`config.mk`:
```
export PLATFORM = sky130hd
export DESIGN_NAME = udfs_top
export DESIGN_NICKNAME = d
export VERILOG_FILES = /design/src/design/udfs_pkg.sv /design/src/design/udfs_core_if.sv /design/src/design/udfs_frame.sv /design/src/design/udfs_wakeup.sv /design/src/design/udfs_top.sv
export VERILOG_INCLUDE_DIRS = /design/src /design/src/design
export SDC_FILE = /design/constraint.sdc
export NUM_CORES = 2
export LEC_CHECK = 0
export BUFFER_PORTS_ARGS = -buffer_cell sky130_fd_sc_hd__buf_2
export CAP_MARGIN = 0
export CORE_ASPECT_RATIO = 0.6
export CORE_UTILIZATION = 62
export CTS_CLUSTER_DIAMETER = 120
export DETAILED_ROUTE_END_ITERATION = 6
export PLACE_DENSITY = 0.8
export SYNTH_ARGS = -nofsm -noshare
export SYNTH_HDL_FRONTEND = slang
export SYNTH_SLANG_ARGS = --single-unit
```
`constraint.sdc`:
```
create_clock -name clk_sys_i -period 33.6 [get_ports clk_sys_i]
set_input_delay 10.08 -clock clk_sys_i [delete_from_list [all_inputs] [get_ports clk_sys_i]]
set_output_delay 10.08 -clock clk_sys_i [all_outputs]
set_load 0.02 [all_outputs]
```
`src/design/udfs_params.svh`:
```
// Register map, field positions, reset values and timing counts
`ifndef UDFS_PARAMS_SVH
`define UDFS_PARAMS_SVH

`define UDFS_OFS_FRAME 8'h00
`define UDFS_OFS_GLB 8'h04
`define UDFS_OFS_FADDR 8'h08
`define UDFS_OFS_IRQ_EN 8'h10
`define UDFS_OFS_IRQ_DIS 8'h14
`define UDFS_OFS_IRQ_MASK 8'h18
`define UDFS_OFS_IRQ_STAT 8'h1C
`define UDFS_OFS_IRQ_CLR 8'h20
`define UDFS_OFS_EP_RST 8'h28
`define UDFS_OFS_EP_CTRL 8'h30
`define UDFS_OFS_EP_DATA 8'h50
`define UDFS_OFS_TXVC 8'h74
`define UDFS_EP_STRIDE 8'h04
`define UDFS_EP_NUM 8

`define UDFS_BIT_FRAME_ERR 16
`define UDFS_BIT_FRAME_OK 17
`define UDFS_BIT_BYTE_OK 4
`define UDFS_BIT_BYTE_ERR 3
`define UDFS_BIT_ADDR_EN 0
`define UDFS_BIT_CONFIG 1
`define UDFS_BIT_RESUME 2
`define UDFS_BIT_RSM_BUSY 3
`define UDFS_BIT_RWU_EN 4
`define UDFS_BIT_FUNC_EN 8
`define UDFS_BIT_SOF_IRQ 11
`define UDFS_BIT_BUS_END 12
`define UDFS_IRQ_BITS 14

`define UDFS_RST_GLB 32'h0000_0010
`define UDFS_RST_FADDR 32'h0000_0100
`define UDFS_RST_IRQ_MASK 14'h1200
`define UDFS_RST_TXVC 32'h0000_0100
`define UDFS_TXVC_MASK 32'h0000_0300

`define UDFS_CLK_HZ 40000000
`define UDFS_K_TIME_MS 10
`define UDFS_K_CYCLES (`UDFS_K_TIME_MS * (`UDFS_CLK_HZ / 1000))

`endif

```
`src/design/udfs_pkg.sv`:
```
// Types shared by the device-port register front end
package udfs_pkg;
  typedef logic [31:0] udfs_word_type;
  typedef logic [7:0] udfs_addr_type;
  typedef logic [10:0] udfs_frame_type;
  typedef enum logic [0:0] {
    UDFS_WAKE_IDLE = 1'b0,
    UDFS_WAKE_DRIVE = 1'b1
  } udfs_wake_type;
endpackage : udfs_pkg

```
`src/design/udfs_core_if.sv`:
```
// Signals between the register front end and its frame and wake-up units
`timescale 1ns/1ps
interface udfs_core_if;
  logic wake_start;
  logic wake_active;
  logic [10:0] frame_count;
  logic frame_good;
  logic frame_error;
  modport wake_mp (input wake_start, output wake_active);
  modport frame_mp (output frame_count, output frame_good,
                    output frame_error);
endinterface : udfs_core_if

```
`src/design/udfs_frame.sv`:
```
// Start-of-frame number capture with good and error flags
`timescale 1ns/1ps
module udfs_frame (
  input wire logic clk_sys_i,
  input wire logic reset_i,
  input wire logic frame_start_packet_id_i,
  input wire logic frame_start_packet_end_i,
  input wire logic sof_crc_err_i,
  input wire udfs_pkg::udfs_frame_type sof_frame_i,
  udfs_core_if.frame_mp core
);
  import udfs_pkg::*;

  udfs_frame_type frame_count_ff;
  logic frame_good_ff;
  logic frame_error_ff;

  always_ff @(posedge clk_sys_i or posedge reset_i) begin
    if (reset_i) begin
      frame_count_ff <= 11'h000;
    end else if (frame_start_packet_end_i) begin
      frame_count_ff <= sof_frame_i;
    end
  end

  // End of packet wins: a new identifier cannot arrive before it
  always_ff @(posedge clk_sys_i or posedge reset_i) begin
    if (reset_i) begin
      frame_good_ff <= 1'b0;
      frame_error_ff <= 1'b0;
    end else if (frame_start_packet_end_i) begin
      frame_good_ff <= ~sof_crc_err_i;
      frame_error_ff <= sof_crc_err_i;
    end else if (frame_start_packet_id_i) begin
      frame_good_ff <= 1'b0;
      frame_error_ff <= 1'b0;
    end
  end

  assign core.frame_count = frame_count_ff;
  assign core.frame_good = frame_good_ff;
  assign core.frame_error = frame_error_ff;
endmodule : udfs_frame

```
`src/design/udfs_wakeup.sv`:
```
// Remote wake-up K state generator with fixed hold time
`timescale 1ns/1ps
`include "udfs_params.svh"
module udfs_wakeup #(
  parameter int unsigned K_CYCLES = `UDFS_K_CYCLES
) (
  input wire logic clk_sys_i,
  input wire logic reset_i,
  udfs_core_if.wake_mp core
);
  import udfs_pkg::*;

  localparam logic [19:0] K_LAST = 20'(K_CYCLES - 1);

  udfs_wake_type state_ff;
  logic [19:0] count_ff;

  // A trigger while driving is dropped; the host sees one resume
  always_ff @(posedge clk_sys_i or posedge reset_i) begin
    if (reset_i) begin
      state_ff <= UDFS_WAKE_IDLE;
      count_ff <= 20'h00000;
    end else begin
      unique case (state_ff)
        UDFS_WAKE_IDLE: begin
          if (core.wake_start) begin
            state_ff <= UDFS_WAKE_DRIVE;
            count_ff <= K_LAST;
          end
        end
        UDFS_WAKE_DRIVE: begin
          if (count_ff == 20'h00000) begin
            state_ff <= UDFS_WAKE_IDLE;
          end else begin
            count_ff <= count_ff - 20'h00001;
          end
        end
      endcase
    end
  end

  assign core.wake_active = (state_ff == UDFS_WAKE_DRIVE);
endmodule : udfs_wakeup

```
`src/design/udfs_top.sv`:
```
// Register front end of the USB device port, Avalon-MM slave
//
// Overview of operation
// - Endpoint control words decode at 0x030 plus four per endpoint.
// - Endpoint data words decode at 0x050 plus four, reset zero.
// - Frame count bits 10:0 load at each start-of-frame packet end.
// - Error flag bit 16 sets on bad packet end, clears on identifier.
// - Good flag bit 17 sets on clean packet end, clears on identifier.
// - Frame-start status bit rises on the identifier, not the end.
// - Byte-wide view: good flag at high bit 4, error at low bit 3; not decoded here, 32-bit reads only.
// - Address-state bit 0 sets on write 1; only reset clears it.
// - Configured bit 1 reads back and follows written value.
// - Resume bit 2 rising write starts wake-up when enabled.
// - Interrupt status has no defined reset value.
// - Bit 4 enables remote wake-up when set.
// - Seven-bit function address clears at reset.
// - End of bus reset restores interrupt mask and endpoint control.
// - Wake-up drives K state for a fixed time within 1 to 15 ms.
//
// Chosen here: the Avalon-MM interface to the registers.
`timescale 1ns/1ps
`include "udfs_params.svh"
module udfs_top #(
  parameter int unsigned K_CYCLES = `UDFS_K_CYCLES
) (
  input wire logic clk_sys_i,
  input wire logic reset_i,
  input wire udfs_pkg::udfs_addr_type avs_address_i,
  input wire logic avs_read_i,
  input wire logic avs_write_i,
  input wire udfs_pkg::udfs_word_type avs_writedata_i,
  input wire logic [3:0] avs_byteenable_i,
  output udfs_pkg::udfs_word_type avs_readdata_o,
  output logic avs_waitrequest_o,
  input wire logic frame_start_packet_id_i,
  input wire logic frame_start_packet_end_i,
  input wire logic sof_crc_err_i,
  input wire udfs_pkg::udfs_frame_type sof_frame_i,
  input wire logic bus_reset_end_i,
  input wire logic [7:0] ep_event_i,
  input wire logic suspend_i,
  input wire logic host_resume_i,
  input wire logic ext_resume_i,
  input wire logic bus_wakeup_i,
  output logic [6:0] function_address_o,
  output logic function_enable_o,
  output logic address_state_o,
  output logic configured_o,
  output logic k_state_o,
  output logic [7:0] endpoint_reset_o,
  output logic [1:0] transceiver_ctrl_o
);
  import udfs_pkg::*;

  localparam int EPN = `UDFS_EP_NUM;
  localparam int IRQN = `UDFS_IRQ_BITS;
  localparam udfs_addr_type CTRL_LAST =
    8'(`UDFS_OFS_EP_CTRL + `UDFS_EP_STRIDE * (EPN - 1));
  localparam udfs_addr_type DATA_LAST =
    8'(`UDFS_OFS_EP_DATA + `UDFS_EP_STRIDE * (EPN - 1));
  localparam udfs_word_type RST_GLB = `UDFS_RST_GLB;
  localparam udfs_word_type RST_FADDR = `UDFS_RST_FADDR;

  udfs_core_if core_if ();

  // Bus handshake: one wait state on every access
  logic ack_ff;
  logic req;
  logic rd_do;
  logic wr_do;
  udfs_word_type rdata_ff;
  udfs_word_type nxt_rdata;
  udfs_word_type be_mask;

  // Device state
  logic addr_state_ff;
  logic configured_ff;
  logic resume_bit_ff;
  logic wake_en_ff;
  logic [6:0] function_address_value_ff;
  logic func_en_ff;
  logic [IRQN-1:0] irq_mask_ff;
  logic [IRQN-1:0] irq_stat_ff;
  logic [IRQN-1:0] irq_events;
  logic [7:0] ep_rst_ff;
  udfs_word_type txvc_ff;
  udfs_word_type ep_ctrl_ff [EPN];
  udfs_word_type ep_data_ff [EPN];

  // Address decode
  logic hit_glb;
  logic hit_faddr;
  logic hit_ctrl;
  logic hit_data;
  logic [2:0] ctrl_idx;
  logic [2:0] data_idx;
  udfs_word_type wr_word;

  assign req = avs_read_i | avs_write_i;
  assign avs_waitrequest_o = req & ~ack_ff;
  assign rd_do = avs_read_i & ack_ff;
  assign wr_do = avs_write_i & ack_ff;
  assign avs_readdata_o = rdata_ff;

  always_ff @(posedge clk_sys_i or posedge reset_i) begin
    if (reset_i) begin
      ack_ff <= 1'b0;
    end else begin
      ack_ff <= req & ~ack_ff;
    end
  end

  always_comb begin
    be_mask = {{8{avs_byteenable_i[3]}}, {8{avs_byteenable_i[2]}},
               {8{avs_byteenable_i[1]}}, {8{avs_byteenable_i[0]}}};
  end

  assign hit_glb = wr_do && (avs_address_i == `UDFS_OFS_GLB);
  assign hit_faddr = wr_do && (avs_address_i == `UDFS_OFS_FADDR);
  assign hit_ctrl = (avs_address_i >= `UDFS_OFS_EP_CTRL) &&
                    (avs_address_i <= CTRL_LAST) &&
                    (avs_address_i[1:0] == 2'b00);
  assign hit_data = (avs_address_i >= `UDFS_OFS_EP_DATA) &&
                    (avs_address_i <= DATA_LAST) &&
                    (avs_address_i[1:0] == 2'b00);
  assign ctrl_idx = 3'((avs_address_i - `UDFS_OFS_EP_CTRL) >> 2);
  assign data_idx = 3'((avs_address_i - `UDFS_OFS_EP_DATA) >> 2);
  // Write data with unselected byte lanes taken as zero
  assign wr_word = avs_writedata_i & be_mask;

  // Bit 0 only ever sets from software; either reset clears it
  always_ff @(posedge clk_sys_i or posedge reset_i) begin
    if (reset_i) begin
      addr_state_ff <= 1'b0;
    end else if (bus_reset_end_i) begin
      addr_state_ff <= 1'b0;
    end else if (hit_glb && wr_word[`UDFS_BIT_ADDR_EN]) begin
      addr_state_ff <= 1'b1;
    end
  end

  always_ff @(posedge clk_sys_i or posedge reset_i) begin
    if (reset_i) begin
      configured_ff <= 1'b0;
    end else if (bus_reset_end_i) begin
      configured_ff <= 1'b0;
    end else if (hit_glb && avs_byteenable_i[0]) begin
      configured_ff <= avs_writedata_i[`UDFS_BIT_CONFIG];
    end
  end

  always_ff @(posedge clk_sys_i or posedge reset_i) begin
    if (reset_i) begin
      resume_bit_ff <= RST_GLB[`UDFS_BIT_RESUME];
      wake_en_ff <= RST_GLB[`UDFS_BIT_RWU_EN];
    end else if (hit_glb && avs_byteenable_i[0]) begin
      resume_bit_ff <= avs_writedata_i[`UDFS_BIT_RESUME];
      wake_en_ff <= avs_writedata_i[`UDFS_BIT_RWU_EN];
    end
  end

  // Trigger needs the old bit at 0 and the enable as it stood before
  assign core_if.wake_start = hit_glb && avs_byteenable_i[0] &&
    avs_writedata_i[`UDFS_BIT_RESUME] && !resume_bit_ff &&
    wake_en_ff;

  always_ff @(posedge clk_sys_i or posedge reset_i) begin
    if (reset_i) begin
      function_address_value_ff <= RST_FADDR[6:0];
    end else if (hit_faddr && avs_byteenable_i[0]) begin
      function_address_value_ff <= avs_writedata_i[6:0];
    end
  end

  always_ff @(posedge clk_sys_i or posedge reset_i) begin
    if (reset_i) begin
      func_en_ff <= RST_FADDR[`UDFS_BIT_FUNC_EN];
    end else if (hit_faddr && avs_byteenable_i[1]) begin
      func_en_ff <= avs_writedata_i[`UDFS_BIT_FUNC_EN];
    end
  end

  // Mask register: set by enable writes, cleared by disable writes
  always_ff @(posedge clk_sys_i or posedge reset_i) begin
    if (reset_i) begin
      irq_mask_ff <= `UDFS_RST_IRQ_MASK;
    end else if (bus_reset_end_i) begin
      irq_mask_ff <= `UDFS_RST_IRQ_MASK;
    end else if (wr_do && avs_address_i == `UDFS_OFS_IRQ_EN) begin
      irq_mask_ff <= irq_mask_ff | wr_word[IRQN-1:0];
    end else if (wr_do && avs_address_i == `UDFS_OFS_IRQ_DIS) begin
      irq_mask_ff <= irq_mask_ff & ~wr_word[IRQN-1:0];
    end
  end

  assign irq_events = {bus_wakeup_i, bus_reset_end_i, frame_start_packet_id_i,
                       ext_resume_i, host_resume_i, suspend_i,
                       ep_event_i};

  // Status is zeroed only for a clean start; software must not rely on it
  always_ff @(posedge clk_sys_i or posedge reset_i) begin
    if (reset_i) begin
      irq_stat_ff <= '0;
    end else if (wr_do && avs_address_i == `UDFS_OFS_IRQ_CLR) begin
      irq_stat_ff <= (irq_stat_ff & ~wr_word[IRQN-1:0]) | irq_events;
    end else begin
      irq_stat_ff <= irq_stat_ff | irq_events;
    end
  end

  always_ff @(posedge clk_sys_i or posedge reset_i) begin
    if (reset_i) begin
      ep_rst_ff <= 8'h00;
    end else if (wr_do && avs_address_i == `UDFS_OFS_EP_RST &&
                 avs_byteenable_i[0]) begin
      ep_rst_ff <= avs_writedata_i[7:0];
    end
  end

  always_ff @(posedge clk_sys_i or posedge reset_i) begin
    if (reset_i) begin
      txvc_ff <= `UDFS_RST_TXVC;
    end else if (wr_do && avs_address_i == `UDFS_OFS_TXVC) begin
      txvc_ff <= ((txvc_ff & ~be_mask) | wr_word) &
                 `UDFS_TXVC_MASK;
    end
  end

  for (genvar ep = 0; ep < EPN; ep++) begin : g_ep
    always_ff @(posedge clk_sys_i or posedge reset_i) begin
      if (reset_i) begin
        ep_ctrl_ff[ep] <= 32'h0000_0000;
      end else if (bus_reset_end_i) begin
        ep_ctrl_ff[ep] <= 32'h0000_0000;
      end else if (wr_do && hit_ctrl && ctrl_idx == 3'(ep)) begin
        ep_ctrl_ff[ep] <= (ep_ctrl_ff[ep] & ~be_mask) | wr_word;
      end
    end

    always_ff @(posedge clk_sys_i or posedge reset_i) begin
      if (reset_i) begin
        ep_data_ff[ep] <= 32'h0000_0000;
      end else if (wr_do && hit_data && data_idx == 3'(ep)) begin
        ep_data_ff[ep] <= (ep_data_ff[ep] & ~be_mask) | wr_word;
      end
    end
  end

  // Read mux; unmapped and write-only offsets return zero
  always_comb begin
    nxt_rdata = 32'h0000_0000;
    if (hit_ctrl) begin
      nxt_rdata = ep_ctrl_ff[ctrl_idx];
    end else if (hit_data) begin
      nxt_rdata = ep_data_ff[data_idx];
    end else begin
      unique case (avs_address_i)
        // Byte-wide flag positions are not decoded: 32-bit bus only
        `UDFS_OFS_FRAME: begin
          nxt_rdata[10:0] = core_if.frame_count;
          nxt_rdata[`UDFS_BIT_FRAME_ERR] = core_if.frame_error;
          nxt_rdata[`UDFS_BIT_FRAME_OK] = core_if.frame_good;
        end
        `UDFS_OFS_GLB: begin
          nxt_rdata[`UDFS_BIT_ADDR_EN] = addr_state_ff;
          nxt_rdata[`UDFS_BIT_CONFIG] = configured_ff;
          nxt_rdata[`UDFS_BIT_RESUME] = resume_bit_ff;
          nxt_rdata[`UDFS_BIT_RSM_BUSY] = core_if.wake_active;
          nxt_rdata[`UDFS_BIT_RWU_EN] = wake_en_ff;
        end
        `UDFS_OFS_FADDR: begin
          nxt_rdata[6:0] = function_address_value_ff;
          nxt_rdata[`UDFS_BIT_FUNC_EN] = func_en_ff;
        end
        `UDFS_OFS_IRQ_MASK: begin
          nxt_rdata[IRQN-1:0] = irq_mask_ff;
          nxt_rdata[`UDFS_BIT_BUS_END] = 1'b1;
        end
        `UDFS_OFS_IRQ_STAT: begin
          nxt_rdata[IRQN-1:0] = irq_stat_ff;
        end
        `UDFS_OFS_EP_RST: begin
          nxt_rdata[7:0] = ep_rst_ff;
        end
        `UDFS_OFS_TXVC: begin
          nxt_rdata = txvc_ff;
        end
        default: begin
          nxt_rdata = 32'h0000_0000;
        end
      endcase
    end
  end

  // Captured in the wait cycle so data stand when waitrequest drops
  always_ff @(posedge clk_sys_i or posedge reset_i) begin
    if (reset_i) begin
      rdata_ff <= 32'h0000_0000;
    end else if (avs_read_i && !ack_ff) begin
      rdata_ff <= nxt_rdata;
    end else if (rd_do) begin
      rdata_ff <= rdata_ff;
    end
  end

  udfs_frame u_frame (
    .clk_sys_i(clk_sys_i),
    .reset_i(reset_i),
    .frame_start_packet_id_i(frame_start_packet_id_i),
    .frame_start_packet_end_i(frame_start_packet_end_i),
    .sof_crc_err_i(sof_crc_err_i),
    .sof_frame_i(sof_frame_i),
    .core(core_if.frame_mp)
  );

  udfs_wakeup #(
    .K_CYCLES(K_CYCLES)
  ) u_wakeup (
    .clk_sys_i(clk_sys_i),
    .reset_i(reset_i),
    .core(core_if.wake_mp)
  );

  assign function_address_o = function_address_value_ff;
  assign function_enable_o = func_en_ff;
  assign address_state_o = addr_state_ff;
  assign configured_o = configured_ff;
  assign k_state_o = core_if.wake_active;
  assign endpoint_reset_o = ep_rst_ff;
  assign transceiver_ctrl_o = txvc_ff[9:8];
endmodule : udfs_top

```
==> summary.txt <==
GRT
  – Initial antenna violation count: 1
  – Largest net degree at the start of global routing: 191
  – GRT overflow: 0
  – Total GRT Usage: 0.311
  – First-pass GRT wire length: 117 mm
  – Vias in the first global route: 20100

STA
  – Slew Limit Fails: 0
  – Count of final setup violators: 0
  – Skew final: 18.0 ps
  – Worst-Margin Slew: 1320 ps
  – Max Clock Freq: 48.5 MHz
  – Setup TNS: 0 ps
  – Final worst path period need: 20610 ps
  – Period utilization: 0.613
  – Worst relative slew slack: 0.112
  – RSZ-0062 raised after global routing: false
  – Final Hold Vio Count: 0

Synth
  – Post-synthesis mux area share: 0.313
  – Simple-gate share of the synthesized area: 0.0834
  – Mapped cell area: 0.0296 mm2
  – Mapped Cells: 2258
  – Syn nets: 2335
  – Synth Area in Adders: 0.000846
  – Main combinational cell family by area after synthesis: multiplexers
  – EDFF count, synth: 0
  – Yosys cell types: 68
  – Synthesized area per cell: 13.1 um2
  – Async set or reset register ratio after synthesis: 1.00
  – Seq/Total Area, Yosys: 0.531
  – Top_reg_cell synth: dfrtp_1
  – Yosys warning total: 0
  – Area fraction in compound gates after synthesis: 0.0434
  – Yosys reg bits: 628
  – Synth Area in XOR/XNOR: 0.00355

Layout
  – Number of fillers in the final layout: 3217
  – Ant. Diodes: 0
  – Final Util: 0.692
  – Layout cells sized above 1: 0.288
  – Synthesis-to-layout area growth: 9.31%
  – Layout Nets: 2377
  – Reg area: 0.0157 mm2
  – Area occupied by multi-input gates: 0.0132 mm2

Route
  – Drt total wl: 74.5 mm
  – Vias per cell: 6.55
  – DR iter-0 viols: 2264
  – DR DRC count: 0
  – Final ANT Viol Nets: 0
  – Routed length per instance: 25.1 um
  – Via Count: 19500
  – Drt pass-1 iters: 6

Pwr
  – Worst VDD drop: 0.0406 mV
  – PD cells: 46.7 mW/mm2
  – Static Leakage: 16.4 nW

Flow run
  – Max_cap viols: 0

Worst setup path
  – WP data arrival: 10530 ps
  – CP Class: primary input to output port
  – CP required: 23520 ps
  – Startpoint Class: primary input
  – Crit-path max FO: 3
  – Element type at the critical path end: output port
  – Flop-to-flop setup slack: 30420 ps

Die
  – Core Footprint: 0.0467 mm2
  – Chip width: 284 um
  – Initial Utilization: 0.633
  – Die Area: 0.0486 mm2
  – Row count: 61
  – Die Ht: 171 um
  – IO Count: 129

Placement
  – GPL Wtd Cong: 0.916
  – Final HPWL DP: 47.5 mm
  – IO Port Bufs: 128

Clock network
  – CTS clk-pin slew, worst paths: 60 ps
  – H-tree levels: 2
  – Total CTS buffers: 56
  – Clk_lat worst skew: 600 ps
  – CTS tree: done
  – Max Root-Sink Buffers: 3
  – Clock Sinks: 628
  – Post-CTS Repair Setup Buffers: 0
  – # resized after CTS: 0
  – Hold_buf cts: 0
  – Root buffer cell: clkbuf_16

Outcome
  – Status: finished, final reports clean

Worst hold path
  – Min-delay worst type: flip-flop to flip-flop
[cell families after synthesis]
| family | after synthesis |
|---|---|
| adder cells (fa/ha/maj) | 2 |
| AO/OA/AOI/OAI | 178 |
| XOR/XNOR | 12 |
| buffers and inverters | 173 |
| flip-flops | 628 |
| AND/OR/NAND/NOR | 521 |
| multiplexers | 744 |
[placed cells by master, fill, tap and decap left out, types with 6 or more instances in the layout]
master,count
a21o_1,22
a21oi_1,18
a22o_1,7
a22oi_1,8
a2bb2oi_1,11
a311oi_1,13
a31oi_1,18
and3_1,7
buf_2,125
buf_4,21
clkbuf_1,13
clkbuf_16,57
clkbuf_8,14
clkinv_2,12
dfrtp_1,624
mux2_1,18
mux2_2,276
mux2i_1,334
mux4_2,116
nand2_1,70
nand3_1,35
nand3_2,20
nand4_1,10
nor2_1,303
nor2b_1,9
nor3_1,12
nor3_2,6
o21ai_0,23
o22a_1,8
o22ai_1,14
xor2_1,9
[synth_stat cells (6+ instances only)]
cell type  count  area, um2
a21o_1        22        165
a21oi_1       18       90.1
a22o_1         7       61.3
a22oi_1        8       60.1
a2bb2oi_1     11       96.3
a311oi_1      13        114
a31oi_1       18        113
and3_1         7       43.8
buf_1         14       52.6
buf_2         38        190
clkbuf_1     110        413
dfrtp_1      624      15600
inv_1          6       22.5
mux2_1        18        203
mux2_2       276       3110
mux2i_1      334       3340
mux4_2       116       2610
nand2_1       70        263
nand3_1       35        175
nand3_2       20        200
nand4_1       10       62.6
nor2_1       303       1140
nor2b_1       10       62.6
nor3_1        12       60.1
nor3_2         6       60.1
o21ai_0       24        120
o22a_1         8       70.1
o22ai_1       14       87.6
xor2_1         9       78.8
[metal layers]
layer  up-vias  GRT usage  share of wire
li1       8323          -              -
met1     10200      0.457           0.43
met2       818      0.474           0.46
met3       146     0.0739          0.090
met4         2     0.0760          0.020
met5         -          0        0.00017
[stage by stage]
stage | power, mW | worst slack [ps] | hold WS (ps) | std cells | area, um2
final | 1.51 | 12990 | 475 | 2972 | 32300
after global routing | 1.56 | 12960 | 498 | 2972 | 32300
after CTS | 1.52 | 13000 | 477 | 2972 | 32300
after detailed placement | 0.886 | 13000 | 462 | 2872 | 30500
after global placement | 0.882 | 13000 | 454 | 2872 | 30500
after floorplan | 0.854 | 5940 | 443 | 2258 | 29600
[worst paths after layout]
| path | start | end | cells past startpoint |
|---|---|---|---|
| max | avs_read_i | avs_waitrequest_o | 4 |
| min | avs_readdata_o[30]$_DFFE_PP0P_ | avs_readdata_o[30]$_DFFE_PP0P_ | 1 |
| max reg2reg | ack_ff$_DFF_PP0_ | ep_ctrl_ff[246]$_DFFE_PP0P_ | 5 |
| min reg2reg | avs_readdata_o[30]$_DFFE_PP0P_ | avs_readdata_o[30]$_DFFE_PP0P_ | 1 |
| max in group asynchronous | reset_i | ep_ctrl_ff[100]$_DFFE_PP0P_ | 4 |
| min in group asynchronous | reset_i | async pin | 2 |
[report_power, final]
part / total, mW / switching (mW) / internal (mW) / leakage (nW)
clock network: 0.638 / 0.283 / 0.354 / 0.887
logic: 0.0988 / 0.0697 / 0.0291 / 7.03
registers: 0.774 / 0.00680 / 0.767 / 8.53
[critical path, cell delays in order]
cell and delay [ps]:
buf_2 100, nor2_1 40, nor2_1 120, buf_2 190
[layout make-up]
type / instances / share of cell area
inverter: 7 / 0.00104
timing repair buffer: 150 / 0.0261
multi-input combinational: 1457 / 0.407
clock inverter: 17 / 0.00441
sequential: 628 / 0.486
clock buffer: 83 / 0.0512
tap: 630 / 0.0244
Power figures use the tool's default switching activity.
